**src/hw/bcsl_pkg.sv**
```systemverilog
/*
 bcsl_pkg: shared constants and types of the bridge command/status logic:
 command and pointer codes, status and configuration bit positions,
 reset values, timing limits and the structs that carry line-engine traffic.
 Assumes nothing of its surroundings; imported by the design and the bench.
*/
package bcsl_pkg;

   // function command codes
   localparam logic [7:0] CMD_DEVICE_RESET = 8'hF0;
   localparam logic [7:0] CMD_SET_POINTER = 8'hE1;
   localparam logic [7:0] CMD_WRITE_CONFIG = 8'hD2;
   localparam logic [7:0] CMD_LINE_RESET = 8'hB4;
   localparam logic [7:0] CMD_SINGLE_BIT = 8'h87;

   // pointer codes
   localparam logic [7:0] PTR_CODE_STATUS = 8'hF0;
   localparam logic [7:0] PTR_CODE_DATA = 8'hE1;
   localparam logic [7:0] PTR_CODE_CONFIG = 8'hC3;

   // bridge_status bit positions
   localparam int ST_DIR = 7;
   localparam int ST_TSB = 6;
   localparam int ST_SBR = 5;
   localparam int ST_RST = 4;
   localparam int ST_LL = 3;
   localparam int ST_SD = 2;
   localparam int ST_PPD = 1;
   localparam int ST_BUSY = 0;

   // line_feature_config bit positions
   localparam int CFG_APU = 0;
   localparam int CFG_SPU = 2;
   localparam int CFG_OWS = 3;

   // reset values
   localparam logic RST_FLAG_RESET = 1'b1;
   localparam logic [7:0] BYTE_RESET = 8'h00;
   localparam logic [6:0] DEV_ADDR_DEFAULT = 7'h18;

   // latest finish of a device reset and of line activity after the command ack
   localparam real CLK_PERIOD_NS = 10.0;
   localparam real RESET_DONE_NS = 525.0;
   localparam real LINE_STOP_NS = 262.5;
   localparam int RESET_DONE_CYC = int'($floor(RESET_DONE_NS / CLK_PERIOD_NS));
   localparam int LINE_STOP_CYC = int'($floor(LINE_STOP_NS / CLK_PERIOD_NS));

   typedef enum logic [1:0] {
      PTR_STATUS,
      PTR_DATA,
      PTR_CONFIG
   } bcsl_ptr_type;

   typedef enum logic [2:0] {
      PH_IDLE,
      PH_ADDR,
      PH_ADDR_ACK,
      PH_WRITE,
      PH_WRITE_ACK,
      PH_READ,
      PH_READ_ACK
   } bcsl_phase_type;

   // feature settings handed to the line engine
   typedef struct packed {
      logic overdrive;
      logic strongPullup;
      logic activePullup;
   } bcsl_cfg_type;

   // events reported by the line engine, same clock domain, one-cycle strobes
   typedef struct packed {
      logic done;
      logic sbrStrobe;
      logic tsbStrobe;
      logic dirStrobe;
      logic dirValue;
      logic presStrobe;
      logic presence;
      logic shortDet;
      logic dataStrobe;
      logic [7:0] data;
      logic spuEnd;
   } bcsl_evt_type;

endpackage : bcsl_pkg

```
**src/hw/bcsl_bridge.sv**
```systemverilog
/*
 bcsl_bridge: i2c slave front end, command decoder, read pointer and
 status/configuration registers of the host-to-line bridge.
 Assumes an external line engine on ref_clk that takes lineCmd* requests,
 obeys lineAbort and reports results on lineEvt; scl/sda/lineIn are async pins.
*/
// Operation
// - status read ack samples line level
// - reset flag set on reset, config clears
// - single-bit result captured at sample instant
// - second triplet bit captured, else untouched
// - triplet records chosen direction flag
// - decode eight one- or two-byte commands
// - each command repositions the read pointer
// - ack accepted bytes, nack invalid ones
// - pointer code selects status, data, config
// - set pointer anytime; bad code ignored
// - set pointer overrides line command pointer
// - pointer moves on rising ack edge
// - device reset always accepted, aborts line
// - reset and line stop within limits
// - device reset clears settings and all flags but rst and ll
// - config byte needs inverted upper nibble
// - config refused while line busy
// - config updates settings, pointer, reset flag
// - status bit order direction down to busy
// - config bits apu, spu, overdrive
// - busy high while line command runs
`timescale 1ns/1ps
module bcsl_bridge
   import bcsl_pkg::*;
#(
   parameter logic [6:0] DEV_ADDR = DEV_ADDR_DEFAULT,
   parameter logic [7:0] CMD_WRITE_BYTE = 8'hA5,
   parameter logic [7:0] CMD_READ_BYTE = 8'h96,
   parameter logic [7:0] CMD_TRIPLET = 8'h78
) (
   input wire logic ref_clk,
   input wire logic rst_n,
   input wire logic sclIn,
   input wire logic sdaIn,
   output logic sdaOut,
   output logic sdaOe,
   input wire logic lineIn,
   input wire bcsl_evt_type lineEvt,
   output logic lineCmdValid,
   output logic [7:0] lineCmd,
   output logic [7:0] lineParam,
   output logic lineAbort,
   output bcsl_cfg_type lineCfg
);

   typedef struct packed {
      logic sclMeta;
      logic sclSync;
      logic sclPrev;
      logic sdaMeta;
      logic sdaSync;
      logic sdaPrev;
      logic lineMeta;
      logic lineSync;
      bcsl_phase_type phase;
      logic [2:0] bitCnt;
      logic byteFull;
      logic readMode;
      logic [7:0] shift;
      logic [7:0] cmd;
      logic [1:0] byteIdx;
      logic refuse;
      logic sdaOe;
      bcsl_ptr_type ptr;
      logic dirFlag;
      logic tsbFlag;
      logic sbrFlag;
      logic rstFlag;
      logic llFlag;
      logic sdFlag;
      logic ppdFlag;
      logic busyFlag;
      bcsl_cfg_type cfg;
      logic [7:0] readData;
      logic cmdValid;
      logic [7:0] cmdCode;
      logic [7:0] cmdParam;
      logic abort;
   } bcsl_state_type;

   localparam bcsl_state_type STATE_RESET = '{
      phase: PH_IDLE,
      ptr: PTR_STATUS,
      rstFlag: RST_FLAG_RESET,
      shift: BYTE_RESET,
      cmd: BYTE_RESET,
      readData: BYTE_RESET,
      cmdCode: BYTE_RESET,
      cmdParam: BYTE_RESET,
      sclMeta: 1'b1,
      sclSync: 1'b1,
      sclPrev: 1'b1,
      sdaMeta: 1'b1,
      sdaSync: 1'b1,
      sdaPrev: 1'b1,
      default: '0
   };

   bcsl_state_type cur_ff;
   bcsl_state_type nxt_ff;

   function automatic logic isLineCmd(input logic [7:0] code);
      isLineCmd = (code == CMD_LINE_RESET) || (code == CMD_SINGLE_BIT) ||
         (code == CMD_WRITE_BYTE) || (code == CMD_READ_BYTE) || (code == CMD_TRIPLET);
   endfunction : isLineCmd

   function automatic logic needsParam(input logic [7:0] code);
      needsParam = (code == CMD_SET_POINTER) || (code == CMD_WRITE_CONFIG) ||
         (code == CMD_SINGLE_BIT) || (code == CMD_WRITE_BYTE) || (code == CMD_TRIPLET);
   endfunction : needsParam

   function automatic logic [7:0] selectReg(input bcsl_state_type s);
      logic [7:0] st;
      logic [7:0] cf;
      st = '0;
      cf = '0;
      st[ST_DIR] = s.dirFlag;
      st[ST_TSB] = s.tsbFlag;
      st[ST_SBR] = s.sbrFlag;
      st[ST_RST] = s.rstFlag;
      st[ST_LL] = s.llFlag;
      st[ST_SD] = s.sdFlag;
      st[ST_PPD] = s.ppdFlag;
      st[ST_BUSY] = s.busyFlag;
      cf[CFG_APU] = s.cfg.activePullup;
      cf[CFG_SPU] = s.cfg.strongPullup;
      cf[CFG_OWS] = s.cfg.overdrive; // upper nibble reads 0
      case (s.ptr)
         PTR_STATUS: selectReg = st;
         PTR_DATA: selectReg = s.readData;
         PTR_CONFIG: selectReg = cf;
         default: selectReg = st;
      endcase
   endfunction : selectReg

   logic sclRise;
   logic sclFall;
   logic startCond;
   logic stopCond;
   logic ackDecision;
   logic [7:0] regOut;

   always_comb begin
      regOut = selectReg(cur_ff);
      sclRise = cur_ff.sclSync && !cur_ff.sclPrev;
      sclFall = !cur_ff.sclSync && cur_ff.sclPrev;
      startCond = cur_ff.sclSync && cur_ff.sclPrev && cur_ff.sdaPrev && !cur_ff.sdaSync;
      stopCond = cur_ff.sclSync && cur_ff.sclPrev && !cur_ff.sdaPrev && cur_ff.sdaSync;

      // accept or refuse the byte just received
      ackDecision = 1'b0;
      if (cur_ff.byteIdx == 2'd0) begin
         if (cur_ff.shift == CMD_DEVICE_RESET || cur_ff.shift == CMD_SET_POINTER) begin
            ackDecision = 1'b1;
         end else if (cur_ff.shift == CMD_WRITE_CONFIG || isLineCmd(cur_ff.shift)) begin
            ackDecision = !cur_ff.busyFlag;
         end
      end else if (cur_ff.byteIdx == 2'd1 && !cur_ff.refuse && needsParam(cur_ff.cmd)) begin
         if (cur_ff.cmd == CMD_SET_POINTER) begin
            ackDecision = (cur_ff.shift == PTR_CODE_STATUS) ||
               (cur_ff.shift == PTR_CODE_DATA) || (cur_ff.shift == PTR_CODE_CONFIG);
         end else if (cur_ff.cmd == CMD_WRITE_CONFIG) begin
            ackDecision = (cur_ff.shift[7:4] == ~cur_ff.shift[3:0]);
         end else begin
            ackDecision = 1'b1;
         end
      end

      nxt_ff = cur_ff;
      nxt_ff.sclMeta = sclIn;
      nxt_ff.sclSync = cur_ff.sclMeta;
      nxt_ff.sclPrev = cur_ff.sclSync;
      nxt_ff.sdaMeta = sdaIn;
      nxt_ff.sdaSync = cur_ff.sdaMeta;
      nxt_ff.sdaPrev = cur_ff.sdaSync;
      nxt_ff.lineMeta = lineIn;
      nxt_ff.lineSync = cur_ff.lineMeta;
      nxt_ff.cmdValid = 1'b0;
      nxt_ff.abort = 1'b0;

      // line engine results
      if (lineEvt.sbrStrobe) begin
         nxt_ff.sbrFlag = cur_ff.lineSync;
      end
      if (lineEvt.tsbStrobe) begin
         nxt_ff.tsbFlag = cur_ff.lineSync;
      end
      if (lineEvt.dirStrobe) begin
         nxt_ff.dirFlag = lineEvt.dirValue;
      end
      if (lineEvt.presStrobe) begin
         nxt_ff.sdFlag = lineEvt.shortDet;
         nxt_ff.ppdFlag = lineEvt.presence && !lineEvt.shortDet;
      end
      if (lineEvt.dataStrobe) begin
         nxt_ff.readData = lineEvt.data;
      end
      if (lineEvt.spuEnd) begin
         nxt_ff.cfg.strongPullup = 1'b0;
      end
      if (lineEvt.done) begin
         nxt_ff.busyFlag = 1'b0;
      end

      case (cur_ff.phase)
         PH_IDLE: begin
            nxt_ff.sdaOe = 1'b0;
         end
         PH_ADDR, PH_WRITE: begin
            if (sclRise) begin
               nxt_ff.shift = {cur_ff.shift[6:0], cur_ff.sdaSync};
               nxt_ff.bitCnt = cur_ff.bitCnt + 3'd1;
               nxt_ff.byteFull = (cur_ff.bitCnt == 3'd7);
            end else if (sclFall && cur_ff.byteFull) begin
               nxt_ff.byteFull = 1'b0;
               if (cur_ff.phase == PH_ADDR) begin
                  if (cur_ff.shift[7:1] == DEV_ADDR) begin
                     nxt_ff.readMode = cur_ff.shift[0];
                     nxt_ff.sdaOe = 1'b1;
                     nxt_ff.phase = PH_ADDR_ACK;
                  end else begin
                     nxt_ff.phase = PH_IDLE;
                  end
               end else begin
                  nxt_ff.sdaOe = ackDecision;
                  if (cur_ff.byteIdx == 2'd0) begin
                     nxt_ff.cmd = cur_ff.shift;
                     nxt_ff.refuse = !ackDecision;
                  end
                  nxt_ff.phase = PH_WRITE_ACK;
               end
            end
         end
         PH_ADDR_ACK: begin
            if (sclRise && cur_ff.readMode && cur_ff.ptr == PTR_STATUS) begin
               nxt_ff.llFlag = cur_ff.lineSync;
            end
            if (sclFall) begin
               nxt_ff.bitCnt = 3'd0;
               nxt_ff.byteIdx = 2'd0;
               nxt_ff.refuse = 1'b0;
               if (cur_ff.readMode) begin
                  regOut = selectReg(cur_ff);
                  nxt_ff.shift = regOut;
                  nxt_ff.sdaOe = !regOut[7];
                  nxt_ff.phase = PH_READ;
               end else begin
                  nxt_ff.sdaOe = 1'b0;
                  nxt_ff.phase = PH_WRITE;
               end
            end
         end
         PH_WRITE_ACK: begin
            if (sclRise && cur_ff.sdaOe) begin
               if (cur_ff.byteIdx == 2'd0) begin
                  if (cur_ff.cmd == CMD_DEVICE_RESET) begin
                     nxt_ff.abort = 1'b1;
                     nxt_ff.ptr = PTR_STATUS;
                     nxt_ff.rstFlag = 1'b1;
                     nxt_ff.busyFlag = 1'b0;
                     nxt_ff.ppdFlag = 1'b0;
                     nxt_ff.sdFlag = 1'b0;
                     nxt_ff.sbrFlag = 1'b0;
                     nxt_ff.tsbFlag = 1'b0;
                     nxt_ff.dirFlag = 1'b0;
                     nxt_ff.cfg = '0;
                  end else if (isLineCmd(cur_ff.cmd) && !needsParam(cur_ff.cmd)) begin
                     nxt_ff.cmdValid = 1'b1;
                     nxt_ff.cmdCode = cur_ff.cmd;
                     nxt_ff.busyFlag = 1'b1;
                     nxt_ff.ptr = PTR_STATUS;
                  end
               end else if (cur_ff.cmd == CMD_SET_POINTER) begin
                  if (cur_ff.shift == PTR_CODE_DATA) begin
                     nxt_ff.ptr = PTR_DATA;
                  end else if (cur_ff.shift == PTR_CODE_CONFIG) begin
                     nxt_ff.ptr = PTR_CONFIG;
                  end else begin
                     nxt_ff.ptr = PTR_STATUS;
                  end
               end else if (cur_ff.cmd == CMD_WRITE_CONFIG) begin
                  nxt_ff.cfg.activePullup = cur_ff.shift[CFG_APU];
                  nxt_ff.cfg.strongPullup = cur_ff.shift[CFG_SPU];
                  nxt_ff.cfg.overdrive = cur_ff.shift[CFG_OWS];
                  nxt_ff.ptr = PTR_CONFIG;
                  nxt_ff.rstFlag = 1'b0;
               end else begin
                  nxt_ff.cmdValid = 1'b1;
                  nxt_ff.cmdCode = cur_ff.cmd;
                  nxt_ff.cmdParam = cur_ff.shift;
                  nxt_ff.busyFlag = 1'b1;
                  nxt_ff.ptr = PTR_STATUS;
               end
            end
            if (sclFall) begin
               nxt_ff.sdaOe = 1'b0;
               nxt_ff.bitCnt = 3'd0;
               if (cur_ff.byteIdx != 2'd2) begin
                  nxt_ff.byteIdx = cur_ff.byteIdx + 2'd1;
               end
               nxt_ff.phase = PH_WRITE;
            end
         end
         PH_READ: begin
            if (sclRise) begin
               nxt_ff.bitCnt = cur_ff.bitCnt + 3'd1;
               nxt_ff.byteFull = (cur_ff.bitCnt == 3'd7);
            end else if (sclFall) begin
               if (cur_ff.byteFull) begin
                  nxt_ff.byteFull = 1'b0;
                  nxt_ff.sdaOe = 1'b0;
                  nxt_ff.phase = PH_READ_ACK;
               end else begin
                  nxt_ff.shift = {cur_ff.shift[6:0], 1'b0};
                  nxt_ff.sdaOe = !cur_ff.shift[6];
               end
            end
         end
         PH_READ_ACK: begin
            if (sclRise) begin
               nxt_ff.byteFull = !cur_ff.sdaSync;
            end else if (sclFall) begin
               nxt_ff.byteFull = 1'b0;
               if (cur_ff.byteFull) begin
                  regOut = selectReg(cur_ff);
                  nxt_ff.shift = regOut;
                  nxt_ff.sdaOe = !regOut[7];
                  nxt_ff.bitCnt = 3'd0;
                  nxt_ff.phase = PH_READ;
               end else begin
                  nxt_ff.phase = PH_IDLE;
               end
            end
         end
         default: begin
            nxt_ff.phase = PH_IDLE;
         end
      endcase

      // bus conditions end any transfer; an ack being given is released at once
      if (startCond) begin
         nxt_ff.phase = PH_ADDR;
         nxt_ff.bitCnt = 3'd0;
         nxt_ff.byteFull = 1'b0;
         nxt_ff.sdaOe = 1'b0;
      end else if (stopCond) begin
         nxt_ff.phase = PH_IDLE;
         nxt_ff.sdaOe = 1'b0;
      end
   end

   always_ff @(posedge ref_clk or negedge rst_n) begin
      if (!rst_n) begin
         cur_ff <= STATE_RESET;
      end else begin
         cur_ff <= nxt_ff;
      end
   end

   assign sdaOut = 1'b0;
   assign sdaOe = cur_ff.sdaOe;
   assign lineCmdValid = cur_ff.cmdValid;
   assign lineCmd = cur_ff.cmdCode;
   assign lineParam = cur_ff.cmdParam;
   assign lineAbort = cur_ff.abort;
   assign lineCfg = cur_ff.cfg;

endmodule : bcsl_bridge

```
**config.mk**
```make
export PLATFORM = sky130hd
export DESIGN_NAME = bcsl_bridge
export DESIGN_NICKNAME = d
export VERILOG_FILES = /design/src/hw/bcsl_pkg.sv /design/src/hw/bcsl_bridge.sv
export SDC_FILE = /design/constraint.sdc
export NUM_CORES = 1
export LEC_CHECK = 0
export ABC_AREA = 1
export BUFFER_PORTS_ARGS = -buffer_cell sky130_fd_sc_hd__buf_2
export CAP_MARGIN = 30
export CORE_MARGIN = 1
export CORE_UTILIZATION = 25
export CTS_BUF_LIST = sky130_fd_sc_hd__clkbuf_8
export CTS_CLUSTER_DIAMETER = 50
export DETAILED_ROUTE_END_ITERATION = 8
export PLACE_DENSITY_LB_ADDON = 0.15
export SYNTH_ARGS = -nofsm -noshare
export SYNTH_HDL_FRONTEND = slang
export SYNTH_SLANG_ARGS = --single-unit
```
**constraint.sdc**
```tcl
create_clock -name ref_clk -period 5.8 [get_ports ref_clk]
set_input_delay 0.29 -clock ref_clk [delete_from_list [all_inputs] [get_ports ref_clk]]
set_output_delay 0.29 -clock ref_clk [all_outputs]
set_load 0.01 [all_outputs]
```
# [Word-level counts from Yosys, hierarchy flattened]
# Cells that the tools add are included.
[op_classes] n_reduce_logical=68 mux=114 n_eq_ne=72 addsub=2 bitwise_logic=6
[ops] operator="$mux W8" n=17
[ops] operator="$eq A8 B8 Y1 const B" n=15
[ops] operator="$ne A4 B4 Y1 const B" n=13
[ops] operator="$mux W3" n=15
[ops] operator="$mux W1" n=38
[ops] operator="$ne A2 B2 Y1 const B" n=19
[ops] operator="$mux W18" n=2
[ops] operator="$mux W17" n=2
[ops] operator="$mux W2" n=16
[ops] operator="$pmux W8 S4" n=1
[ops] operator="$mux W6" n=5
[ops] operator="$mux W4" n=7
[ops] operator="$mux W9" n=3
[ops] operator="$reduce_and A10 Y1" n=2
[ops] operator="$reduce_and A5 Y1" n=4
[ops] operator="$ne A3 B3 Y1 const B" n=6
[ops] operator="$pmux W3 S6" n=1
[ops] operator="$eq A8 B7 Y1 const B" n=2
[ops] operator="$pmux W8 S2" n=1
[ops] operator="$logic_and A1 B1 Y1" n=15
[ops] operator="$logic_or A1 B1 Y1" n=15
[ops] operator="$eq A3 B3 Y1 const B" n=4
[ops] operator="$logic_not A1 Y1" n=12
[ops] operator="$pmux W3 S4" n=1
[ops] operator="other kinds (32)" n=46
[totals] word_cells=296 ff_bits=75

# [Depth between registers and ports, before layout]
[depth] word_depth=17 ltp_mapped=13 depth_no_buf=13

# [Worst setup path after synthesis]
# Ideal clock, no wire load.
[synth_path] path_kind="register -> register" from="register cur_ff[73] in the netlist's numbering" to="register cur_ff, in the netlist lineCmd[0]" t_arrival_ns=1.814 t_required_ns=5.675 path_slack_ns=3.861 stages_incl_launch_ff=10 n_path_buf=3 cell_sequence="dfstp_2 -> ha_1 -> buf_2 -> nand2_1 -> nor2_2 -> nand3_2 -> buf_6 -> nand2_4 -> buf_6 -> mux2_4"
[synth_via] elab_chain_len=3
[synth_lines] item="from (decl)" line="bcsl_bridge.sv:106" text="bcsl_state_type cur_ff;"
[synth_lines] item="from (signal assigned)" line="bcsl_bridge.sv:363" text="cur_ff <= nxt_ff;"
[synth_lines] item="$logic_and A1 B1 Y1" line="bcsl_bridge.sv:152" text="sclRise = cur_ff.sclSync && !cur_ff.sclPrev;"
[synth_lines] item="$logic_and A1 B1 Y1" line="bcsl_bridge.sv:261" text="if (sclRise && cur_ff.sdaOe) begin"
[synth_lines] item="$reduce_and A6 Y1 (no source line)"
# Every way passes these cells.
# A chain may end at the register's enable or synchronous reset.

# [Worst setup path in the final report]
[layout_path] from="register cur_ff[73] in the netlist's numbering" to="register cur_ff, in the netlist lineCmd[7]"
# Same word-level chain as after synthesis.

==> impl_metrics.ini <==
[outcome]
status = complete, no violations

[place]
finalWeightedCongestion = 0.839
port_buffers = 44
place_hpwl_um = 7770

[setup_path]
worst_setup_path_startpoint = cur_ff[73]
data_required_time_of_the_worst_path_ps = 6060
critical-path-top-delay-family = simple AND/OR/NAND/NOR gates
critical_path_cell_by_cell = ha_1 > nand2_1 > nor2_2 > nand3_2 > nand2_4 > mux2_2
timing.setup.critical_path_class = reg -> reg
critPathMaxStageDelay_ps = 560
critPathArrivalTime_ps = 2670
worst_setup_path_end_kind = register
slowest_stage = dfstp_2
worstPathBufferInverterCount = 0
worst-path-max-fanout = 20
cp-start-kind = register
r2r_cells = 6
worst_r2r_endpoint = lineCmd[7]
reg2reg_from = cur_ff[73]
setup.reg_to_reg.worst_slack_ps = 3380

[timing]
post-route-period-util_pct = 41.7
final_period_minus_worst_setup_slack_ps = 2420
skew_ps = 14.8
finalMaxSlewViolations = 0
slew_headroom_pct = 62.9
worst_max_slew_pin_slew_ps = 555
report.final.setup_viol = 0
hold_viol_final = 0
fin_setup_tns_ps = 0
grt_setup_unrepaired = no
achievable-frequency_ghz = 0.414

[grt]
overall_global_routing_usage_pct = 13.3
first_global_vias = 3246
antenna_found_initial = 0
globalRouteOverflowTotal = 0
pin_count_of_the_biggest_net_entering_global_routing = 53
grt_pass1_wl_um = 17100

[synthesis]
synth_cell_type_count = 44
yosys_warnings = 0
postSynthAreaPerCell_um2 = 8.27
synth_area_um2 = 4130
synthesis.instances = 500
synth-seq-area-share_pct = 45.6
ys_async_sr_fraction_pct = 100
synthesized_nets = 534
number_of_synthesized_register_bits = 75
synth_enable_flop_cells = 0
ys_dominant_reg_cell = dfrtp_1

[clock_network]
h-tree-depth = 3
cts_repair_resize_count = 0
cts_tree = built
postCtsSetupRepairBufs = 0
clockBufferDepth = 2
cts-root-buf = clkbuf_8
cts_buffers = 9
path_clk_slew_ps = 80
numClockSinks = 75
clock_insertion_delay_worst_skew_ps = 360

[detailed_routing]
drt_first_iter_violations = 177
ant_nets = 0
drt-vias-per-instance = 4.41
sum_of_routed_wire_length_over_all_layers_um = 10200
post_drt_wl_per_cell_um = 13.6
drc = 0
dr.pass1.iters = 5
route.vias.total = 3314

[power_and_ir_drop]
total_internal_power_uw = 777
clock_power_share_pct = 32.2
power.switching_fraction_pct = 31.1
net-switching-power_uw = 351
p_total_mw = 1.13
pwr_density_cell_nw_per_um2 = 243
seq_power_share_pct = 51.4
largest_voltage_drop_on_the_vdd_net_uv = 81.0
static-leakage-power_nw = 2.25
share_comb_of_total_power_pct = 16.4

[floorplanning]
dieWidth_um = 131
design.core.area_um2 = 16000
floorplan.io_pins = 46
dieHeight_um = 131
placementRows = 46
floorplan.initialDensity_pct = 25.8
dieArea_um2 = 17000

[finish]
final_core_util_pct = 29.1
nets = 564
area_delta_synth_final_pct = 12.5
mostFrequentLayoutCell = nand2_1
antenna_diode_count = 0
drive_above_1_share_pct = 21.3
layout_common_cells = 107 x nand2_1, 68 x dfrtp_1, 56 x inv_1, 45 x nor2_1, 43 x buf_2

[min_path]
worstHoldEndpoint = cur_ff[74]
timing.hold.worst_path_depth = 1
worst_hold_path_type = in -> reg
holdCritStartpoint = sclIn

[run]
drv_cap = 0
-- how the worst max path moves through the flow --
stage                 endpoint  slack (ps)  cells after the start
detailed placement  lineCmd[7]        3340                      6
finish              lineCmd[7]        3380                      6
global placement    lineCmd[7]        3390                      6
CTS                 lineCmd[7]        3350                      6
floorplan           lineCmd[0]        3860                      9
global route        lineCmd[7]        3220                      6
-- worst register-to-register path, stage by stage, from the launching register on --
cell     delay [ps]
dfstp_2         560
ha_1            370
nand2_1         170
nor2_2          240
nand3_2         340
nand2_4         290
mux2_2          350
-- registers in the layout, summed over array words and instances, names as in the netlist --
signal and count:
sdaOe 1, lineCmd 8, lineAbort 1, lineParam 8, cur_ff 53, lineCmdValid 1, lineCfg 3
-- final cells by class --
| cell class | instances | area, µm² |
|---|---|---|
| fill | 1775 | 11400 |
| sequential | 75 | 1890 |
| multi-input combinational | 333 | 1800 |
| timing repair buffer | 48 | 280 |
| tap | 216 | 270 |
| inverter | 63 | 241 |
| clock buffer | 10 | 138 |
| clock inverter | 6 | 35.0 |
-- routing by layer --
layer	part of all wire (%)	GRT usage, %	up-vias
met5	0	0	-
met4	1.9	6.15	0
met3	4.8	2.52	12
met2	43	19.6	99
met1	50	18.8	1514
li1	-	-	1689
-- cells in the mapped netlist (7+ instances only) --
library cell / count / share of area, %
a21oi_1: 20 / 2.4
buf_4: 20 / 3.6
dfrtp_1: 68 / 41
dfstp_2: 7 / 4.5
ha_1: 11 / 3.3
inv_1: 54 / 4.9
nand2_1: 107 / 9.7
nand2_2: 8 / 1.2
nand3_1: 33 / 4.0
nor2_1: 45 / 4.1
o21ai_0: 40 / 4.8
o21ai_2: 8 / 1.7
-- logic make-up (layout without fill, tap and decap cells) --
family / Yosys count / after routing / share of synthesized area [%]
adder cells (fa/ha/maj): 11 / 11 / 3.33
multiplexers: 6 / 6 / 1.91
AND/OR/NAND/NOR: 219 / 219 / 24.0
AO/OA/AOI/OAI: 95 / 95 / 13.9
flip-flops: 75 / 75 / 45.6
buffers and inverters: 92 / 127 / 10.9
XOR/XNOR: 1 / 1 / 0.212
other: 1 / 1 / 0.0907
-- power groups by stage --
| stage | Combinational (mW) | Sequential (mW) | Clock (mW) |
|---|---|---|---|
| after floorplan | 0.121 | 0.583 | 0 |
| after global placement | 0.180 | 0.590 | 0 |
| after detailed placement | 0.184 | 0.590 | 0 |
| after CTS | 0.186 | 0.580 | 0.386 |
| after global routing | 0.212 | 0.585 | 0.406 |
| final | 0.185 | 0.580 | 0.364 |
-- repair_timing --
action,4_1_cts,5_1_grt
hold buffers,3,0
endpoints found under the setup margin,0,0
endpoints found under the hold margin,25,0
-- through the flow --
stage / setup WS [ps] / area, µm² / instances / hold slack (ps)
final: 3380 / 4650 / 751 / 26.9
after global routing: 3220 / 4650 / 751 / 1.08
after CTS: 3350 / 4650 / 751 / 0.399
after detailed placement: 3340 / 4450 / 732 / 224
after global placement: 3390 / 4420 / 731 / 334
after floorplan: 3860 / 4130 / 500 / -5.59
Note: power is estimated with default switching activity, not from simulation.
